<file path="config.mk">
export PLATFORM = sky130hd
export DESIGN_NAME = fppc_core
export DESIGN_NICKNAME = d
export VERILOG_FILES = /design/src/core/fppc_pkg.sv /design/src/core/fppc_core.sv
export SDC_FILE = /design/constraint.sdc
export NUM_CORES = 1
export LEC_CHECK = 0
export BUFFER_PORTS_ARGS = -buffer_cell sky130_fd_sc_hd__buf_2
export CORE_MARGIN = 4
export CORE_UTILIZATION = 59
export CTS_BUF_LIST = sky130_fd_sc_hd__clkbuf_16
export CTS_CLUSTER_DIAMETER = 80
export DETAILED_ROUTE_END_ITERATION = 8
export PLACE_DENSITY = 0.84
export SLEW_MARGIN = 20
export SYNTH_ARGS = -nofsm -noshare
export SYNTH_HDL_FRONTEND = slang
export SYNTH_SLANG_ARGS = --single-unit
</file>
<file path="constraint.sdc">
create_clock -name clk -period 5.8 [get_ports clk]
set_input_delay 0.58 -clock clk [delete_from_list [all_inputs] [get_ports clk]]
set_output_delay 0.58 -clock clk [all_outputs]
set_load 0.02 [all_outputs]
</file>
<file path="src/core/fppc_pkg.sv">
// Package for the front panel power control block
package fppc_pkg;

	// ----------------------------------------------------------------
	// Timing
	// ----------------------------------------------------------------
	localparam int unsigned CLK_HZ            = 20_000_000;
	localparam int unsigned DEBOUNCE_US       = 10_000;
	localparam int unsigned DEBOUNCE_CYCLES   = (CLK_HZ / 1_000_000) * DEBOUNCE_US;
	localparam int unsigned FORCE_OFF_MS      = 4_500;
	localparam int unsigned FORCE_OFF_CYCLES  = (CLK_HZ / 1_000) * FORCE_OFF_MS;
	localparam int unsigned BLINK_HZ          = 1;
	localparam int unsigned BLINK_HALF_CYCLES = CLK_HZ / (2 * BLINK_HZ);
	localparam int unsigned PGOOD_US          = 100_000;
	localparam int unsigned PGOOD_CYCLES      = (CLK_HZ / 1_000_000) * PGOOD_US;
	localparam int unsigned RESET_US          = 1_000;
	localparam int unsigned RESET_CYCLES      = (CLK_HZ / 1_000_000) * RESET_US;
	localparam int unsigned REQ_US            = 100;
	localparam int unsigned REQ_CYCLES        = (CLK_HZ / 1_000_000) * REQ_US;

	// ----------------------------------------------------------------
	// Reset values
	// ----------------------------------------------------------------
	localparam logic IDENTIFY_RESET = 1'b0;

	// ----------------------------------------------------------------
	// Types
	// ----------------------------------------------------------------
	typedef enum logic [1:0] {
		FPPC_OFF     = 2'b00,
		FPPC_SUPPLY  = 2'b01,
		FPPC_RESET   = 2'b11,
		FPPC_ON      = 2'b10
	} fppc_state_type;

	// Chipset power-state outputs
	typedef struct packed {
		logic sleep_s1;
		logic off_s5;
	} fppc_chipset_state_type;

	// Requests forwarded to the chipset
	typedef struct packed {
		logic power_button;
		logic reset_button;
	} fppc_chipset_req_type;

endpackage : fppc_pkg

</file>
<file path="src/core/fppc_core.sv">
// Front panel power control: buttons, power-up sequence, panel LEDs
// Summary of operation
// RULE1: Power button press becomes a chipset request; it switches the supply on directly only when off.
// RULE2: When off, power button or chipset wake edge starts power-up.
// RULE3: Power-up drives power good then releases reset; system turns on.
// RULE4: Chipset off state indication drops the supply power-on request.
// RULE5: Unserviced power-off press forces power off after about 4.5 s.
// RULE6: Without OS, firmware handles button via SMI and commands chipset off.
// RULE7: With ACPI OS, the press reaches the OS via SCI.
// RULE8: Reset button press is forwarded as a chipset reset request.
// RULE9: Each identify press inverts the identify LED; a press in the same cycle as a management command is dropped.
// RULE10: Identify LED holds until next press or management command.
// RULE11: Power LED lit with DC power on, dark when off.
// RULE12: Power LED dark in S5, solid in S0, 1 Hz blink in S1.
// RULE13: Active-low buttons synchronised, debounced, one event per press.
`timescale 1ns/1ns
`default_nettype none

module fppc_core
	import fppc_pkg::*;
#(
	parameter int unsigned DEBOUNCE_COUNT  = DEBOUNCE_CYCLES,
	parameter int unsigned FORCE_OFF_COUNT = FORCE_OFF_CYCLES,
	parameter int unsigned BLINK_COUNT     = BLINK_HALF_CYCLES,
	parameter int unsigned PGOOD_COUNT     = PGOOD_CYCLES,
	parameter int unsigned RESET_COUNT     = RESET_CYCLES,
	parameter int unsigned REQ_COUNT       = REQ_CYCLES
) (
	// Clock and reset
	input  wire logic                   clk,
	input  wire logic                   srst,
	// Front panel buttons
	input  wire logic                   panel_power_button_n,
	input  wire logic                   panel_reset_button_n,
	input  wire logic                   panel_identify_button_n,
	// Management identify command
	input  wire logic                   identify_cmd_valid,
	input  wire logic                   identify_cmd_on,
	// Chipset
	input  wire logic                   chipset_wake,
	input  wire fppc_chipset_state_type chipset_state,
	output fppc_chipset_req_type        chipset_req,
	// System power
	output logic                        supply_power_on_request,
	output logic                        power_good,
	output logic                        system_reset_n,
	// Panel LEDs
	output logic                        panel_identify_led_n,
	output logic                        panel_power_led_n
);

	// ----------------------------------------------------------------
	// Button conditioning
	// ----------------------------------------------------------------
	logic [2:0] btn_raw_n;
	logic [2:0] btn_press;
	assign btn_raw_n = {panel_identify_button_n, panel_reset_button_n, panel_power_button_n};

	genvar gi;
	generate
		for (gi = 0; gi < 3; gi++) begin : g_btn
			logic        sync_a;
			logic        sync_b;
			logic        stable;
			logic [31:0] cnt;
			always_ff @(posedge clk) begin
				if (srst) begin
					sync_a <= 1'b1;
					sync_b <= 1'b1;
					stable <= 1'b1;
					cnt    <= 32'h0;
				end else begin
					sync_a <= btn_raw_n[gi]; // RULE13
					sync_b <= sync_a;
					if (sync_b == stable) begin
						cnt <= 32'h0;
					end else if (cnt >= DEBOUNCE_COUNT - 1) begin
						cnt    <= 32'h0;
						stable <= sync_b; // RULE13
					end else begin
						cnt <= cnt + 32'h1;
					end
				end
			end
			assign btn_press[gi] = stable && !sync_b && (cnt >= DEBOUNCE_COUNT - 1); // RULE13
		end
	endgenerate

	wire power_press    = btn_press[0];
	wire reset_press    = btn_press[1];
	wire identify_press = btn_press[2];

	// ----------------------------------------------------------------
	// Chipset wake edge
	// ----------------------------------------------------------------
	logic wake_q;
	always_ff @(posedge clk) begin
		if (srst) begin
			wake_q <= 1'b0;
		end else begin
			wake_q <= chipset_wake;
		end
	end
	wire wake_edge = chipset_wake != wake_q;

	// ----------------------------------------------------------------
	// Request pulses to the chipset
	// ----------------------------------------------------------------
	logic [31:0] pwr_req_cnt;
	logic [31:0] rst_req_cnt;
	always_ff @(posedge clk) begin
		if (srst) begin
			pwr_req_cnt <= 32'h0;
			rst_req_cnt <= 32'h0;
		end else begin
			if (power_press) begin
				pwr_req_cnt <= REQ_COUNT; // RULE1
			end else if (pwr_req_cnt != 32'h0) begin
				pwr_req_cnt <= pwr_req_cnt - 32'h1;
			end
			if (reset_press) begin
				rst_req_cnt <= REQ_COUNT; // RULE8
			end else if (rst_req_cnt != 32'h0) begin
				rst_req_cnt <= rst_req_cnt - 32'h1;
			end
		end
	end
	assign chipset_req = '{
		power_button: pwr_req_cnt != 32'h0, // RULE1
		reset_button: rst_req_cnt != 32'h0  // RULE8
	};

	// ----------------------------------------------------------------
	// Power sequencer
	// ----------------------------------------------------------------
	fppc_state_type state;
	fppc_state_type next_state;
	logic [31:0]    seq_cnt;
	logic           off_pending;
	logic [31:0]    off_cnt;

	wire seq_done   = seq_cnt == 32'h0;
	wire force_off  = off_pending && (off_cnt == 32'h0);
	wire go_off     = chipset_state.off_s5 || force_off;

	always_comb begin
		next_state = state;
		case (state)
			FPPC_OFF: begin
				if (power_press || wake_edge) begin
					next_state = FPPC_SUPPLY; // RULE2
				end
			end
			FPPC_SUPPLY: begin
				if (go_off) begin
					next_state = FPPC_OFF;
				end else if (seq_done) begin
					next_state = FPPC_RESET; // RULE3
				end
			end
			FPPC_RESET: begin
				if (go_off) begin
					next_state = FPPC_OFF;
				end else if (seq_done) begin
					next_state = FPPC_ON; // RULE3
				end
			end
			FPPC_ON: begin
				if (go_off) begin
					next_state = FPPC_OFF; // RULE4 RULE5
				end
			end
			default: begin
				next_state = FPPC_OFF;
			end
		endcase
	end

	always_ff @(posedge clk) begin
		if (srst) begin
			state   <= FPPC_OFF;
			seq_cnt <= 32'h0;
		end else begin
			state <= next_state;
			if (next_state != state) begin
				seq_cnt <= (next_state == FPPC_SUPPLY) ? PGOOD_COUNT : RESET_COUNT;
			end else if (!seq_done) begin
				seq_cnt <= seq_cnt - 32'h1;
			end
		end
	end

	// Watchdog on an unserviced power-off press
	always_ff @(posedge clk) begin
		if (srst) begin
			off_pending <= 1'b0;
			off_cnt     <= 32'h0;
		end else if (state == FPPC_OFF || go_off) begin
			off_pending <= 1'b0;
			off_cnt     <= 32'h0;
		end else if (power_press && !off_pending) begin
			off_pending <= 1'b1; // RULE5
			off_cnt     <= FORCE_OFF_COUNT - 1;
		end else if (off_pending && off_cnt != 32'h0) begin
			off_cnt <= off_cnt - 32'h1;
		end
	end

	always_ff @(posedge clk) begin
		if (srst) begin
			supply_power_on_request <= 1'b0;
			power_good              <= 1'b0;
			system_reset_n          <= 1'b0;
		end else begin
			supply_power_on_request <= next_state != FPPC_OFF; // RULE4
			power_good              <= next_state == FPPC_RESET || next_state == FPPC_ON; // RULE3
			system_reset_n          <= next_state == FPPC_ON; // RULE3
		end
	end

	// ----------------------------------------------------------------
	// Identify LED
	// ----------------------------------------------------------------
	logic identify_on;
	always_ff @(posedge clk) begin
		if (srst) begin
			identify_on <= IDENTIFY_RESET;
		end else if (identify_cmd_valid) begin
			identify_on <= identify_cmd_on; // RULE10
		end else if (identify_press) begin
			identify_on <= !identify_on; // RULE9
		end
	end

	// ----------------------------------------------------------------
	// Power LED
	// ----------------------------------------------------------------
	logic [31:0] blink_cnt;
	logic        blink;
	always_ff @(posedge clk) begin
		if (srst) begin
			blink_cnt <= 32'h0;
			blink     <= 1'b0;
		end else if (blink_cnt >= BLINK_COUNT - 1) begin
			blink_cnt <= 32'h0;
			blink     <= !blink; // RULE12
		end else begin
			blink_cnt <= blink_cnt + 32'h1;
		end
	end

	wire dc_on   = state == FPPC_ON;
	wire led_lit = dc_on && !chipset_state.off_s5 && (!chipset_state.sleep_s1 || blink);

	always_ff @(posedge clk) begin
		if (srst) begin
			panel_identify_led_n <= 1'b1;
			panel_power_led_n    <= 1'b1;
		end else begin
			panel_identify_led_n <= !identify_on;
			panel_power_led_n    <= !led_lit; // RULE11 RULE12
		end
	end

endmodule : fppc_core

`default_nettype wire

</file>
==> flow_metrics.env <==
export IMPL_status="completed"
export IMPL_async_reset_ff_frac=0
export IMPL_yosys_area_top_type="dfxtp_1"
export IMPL_dpl_hpwl_um=14040
export IMPL_period_needed_ps=3518
export IMPL_grt_use_met2=0.3464
export IMPL_fin_nets=1345
export IMPL_rr_endpoint="off_cnt[13]"
export IMPL_synthSimpleGateAreaFrac=0.2693
export IMPL_critPathMaxStageDelay_ps=660
export IMPL_drt_pass1_iter_count=4
export IMPL_slew_headroom=0.3875
export IMPL_regToRegStartpoint="off_cnt[14]"
export IMPL_synth_adder_area_share=0.01327
export IMPL_syn_to_final_growth_pct=12.84
export IMPL_die_y_um=146.5
export IMPL_numCtsBuffers=28
export IMPL_cp_slowest_cell="or4_1"
export IMPL_min_from="panel_identify_button_n"
export IMPL_rows=50
export IMPL_synth_mux_area_frac=0.003870
export IMPL_whs_endpoint="g_btn[2].sync_a"
export IMPL_crit_path_end_kind="output port"
export IMPL_holdBufCountCts=0
export IMPL_drc=0
export IMPL_hp_class="in2reg"
export IMPL_vias=8736
export IMPL_cp_required_ps=5220
export IMPL_synth_edf_count=0
export IMPL_clkTransAtPathRegs_ps=60
export IMPL_clkLatencyLatePin_ps=530
export IMPL_r2r_setup_slack_ps=2580
export IMPL_path_class="reg2out"
export IMPL_gp_congestion=0.8317
export IMPL_finalNonFillerCells=1579
export IMPL_fmaxAchievable_mhz=284.2
export IMPL_setup_viol=0
export IMPL_cp_cell_sequence="or4_4 > or4_4 > or4_1 > buf_2"
export IMPL_cts_sinks=276
export IMPL_place_inst=1527
export IMPL_yosysWarnings=0
export IMPL_synth_compound_area_share=0.06956
export IMPL_cts_setup_buffers=0
export IMPL_cp_common_cell="or4_4"
export IMPL_maxSlewViolCount=0
export IMPL_design_core_area_sq_um=18770
export IMPL_yosysMostFrequentCell="dfxtp_1"
export IMPL_avgRoutedWirePerCell_um=13.43
export IMPL_post_route_period_util=0.6066
export IMPL_port_buffers=16
export IMPL_worst_pin_slew_ps=910.3
export IMPL_start_util=0.6029
export IMPL_peakVddDrop_mv=0.2817
export IMPL_ys_ff_latch=276
export IMPL_postSynthCellCount=1261
export IMPL_grt_use_met3=0.02855
export IMPL_grt_max_degree=39
export IMPL_die_w_um=146.5
export IMPL_ys_seq_area_frac=0.4883
export IMPL_critPathMaxFanout=10
export IMPL_synth_top_cell_area_share=0.4883
export IMPL_syn_area_per_cell_sq_um=8.973
export IMPL_power_density_nw_per_um2=489.2
export IMPL_grtUsageMet1=0.2417
export IMPL_cts_tree="built"
export IMPL_power_leakage_nw=4.715
export IMPL_drive_above_1_share=0.06989
export IMPL_synth_main_ff_cell="dfxtp_1"
export IMPL_ys_top_cells_by_area="dfxtp_1, xor2_1, nor2_1"
export IMPL_diodes=0
export IMPL_ys_types=58
export IMPL_ant_nets=0
export IMPL_maxCapViolCount=0
export IMPL_clockRootBuffer="clkbuf_16"
export IMPL_yosys_area_share_xor_xnor=0.1331
export IMPL_avgViaCountPerCell=5.533
export IMPL_dieArea_sq_um=21460
export IMPL_synthTopCellsByCount="dfxtp_1, nor2_1, xor2_1"
export IMPL_grt_usage=0.1935
export IMPL_htreeDepth=1
export IMPL_hold_viol=0
export IMPL_antenna_found_initial=0
export IMPL_drt_iter0_markers=445
export IMPL_cts_buffer_depth=3
export IMPL_cts_resized_gates=0
export IMPL_grt_busiest_layer="met2"
export IMPL_reg2regPathDepth=6
export IMPL_setup_tns_ps=0
export IMPL_rsz0062_at_grt="false"
export IMPL_finClkSkew_ps=13.17
export IMPL_grt_pass1_wl_um=36630
export IMPL_pin_count=17
export IMPL_first_global_vias=8368
export IMPL_netlist_area_sq_um=11310
export IMPL_final_util=0.6803
export IMPL_grt_overflow=0
export IMPL_synth_top_family_by_area="simple AND/OR/NAND/NOR gates"
export IMPL_wl_um=21210
export IMPL_hold_path_depth=2
export IMPL_critPathLaunchType="register"
export IMPL_crit_arrival_ps=2940
## per-stage QoR
step	cell area [sq um]	hold WS, ps	setup slack [ps]	total power, mW
global route	12770	224.7	2202	6.648
CTS	12750	213.8	2283	6.275
global placement	11740	393.5	2694	4.271
floorplan	11500	385.0	3067	4.028
detailed placement	11740	393.3	2584	4.323
finish	12770	235.2	2282	6.246
## cell families after synthesis
logic type      count (synthesis)
fa+ha+maj                      12
other cells                     1
mux                             4
simple gates                  610
xor+xnor                      172
compound gates                124
buf+inv                        62
flops                         276
## state kept, by name, indices dropped and copies added, names as in the netlist
signal                   flops
g_btn.cnt                   96
blink_cnt                   32
off_cnt                     32
pwr_req_cnt                 32
rst_req_cnt                 32
seq_cnt                     32
g_btn.stable                 3
g_btn.sync_a                 3
g_btn.sync_b                 3
state                        2
blink                        1
identify_on                  1
off_pending                  1
panel_identify_led_n         1
panel_power_led_n            1
power_good                   1
supply_power_on_request      1
system_reset_n               1
wake_q                       1
## layout by cell type (no fill, tap or decap), types with 12 or more instances in the layout
master and n:
dfxtp_1 276, nor2_1 231, xor2_1 115, nand2_1 83
xnor2_1 57, a21oi_1 55, nand3_1 53, conb_1 50
nor4_1 47, nor3_1 40, nand4_1 32, clkbuf_16 29
inv_1 27, nand4b_1 17, buf_2 16, or3_1 15
and3_1 14, or4_1 14, o21ai_0 13, ha_1 12
## worst max-delay path: cells and delay by family, from the launching register on
kind          cells  cell delay [ps]
flops             1              370
simple gates      3             1800
buf+inv           1              230
## per-layer routing
metal	vias to the layer above	part of all wire
li1	4457	-
met1	4102	0.45
met2	137	0.49
met3	40	0.037
met4	0	0.020
met5	-	0
## area by class of cell
class / instances / area, sq um
clock buffers: 29 / 725.7
clock inverters: 23 / 280.3
fillers: 1382 / 6001
inverters: 25 / 93.84
multi-input cells: 972 / 5739
flip-flops and latches: 276 / 5525
well taps: 234 / 292.8
repair buffers: 20 / 110.1
## worst max path at each step
| stage | from | to | cells past startpoint |
|---|---|---|---|
| final | pwr_req_cnt[8] | chipset_req[1] | 4 |
| after global placement | off_cnt[14] | off_cnt[1] | 6 |
| after CTS | pwr_req_cnt[8] | chipset_req[1] | 4 |
| after global routing | pwr_req_cnt[8] | chipset_req[1] | 4 |
| after detailed placement | off_cnt[14] | off_cnt[1] | 6 |
| after floorplan | pwr_req_cnt[8] | chipset_req[1] | 5 |
## report_power, final
part           internal [mW]  switching (mW)
clock                   1.18           0.736
sequential              2.15           0.227
combinational          0.772            1.18
Power figures use the tool's default switching activity.
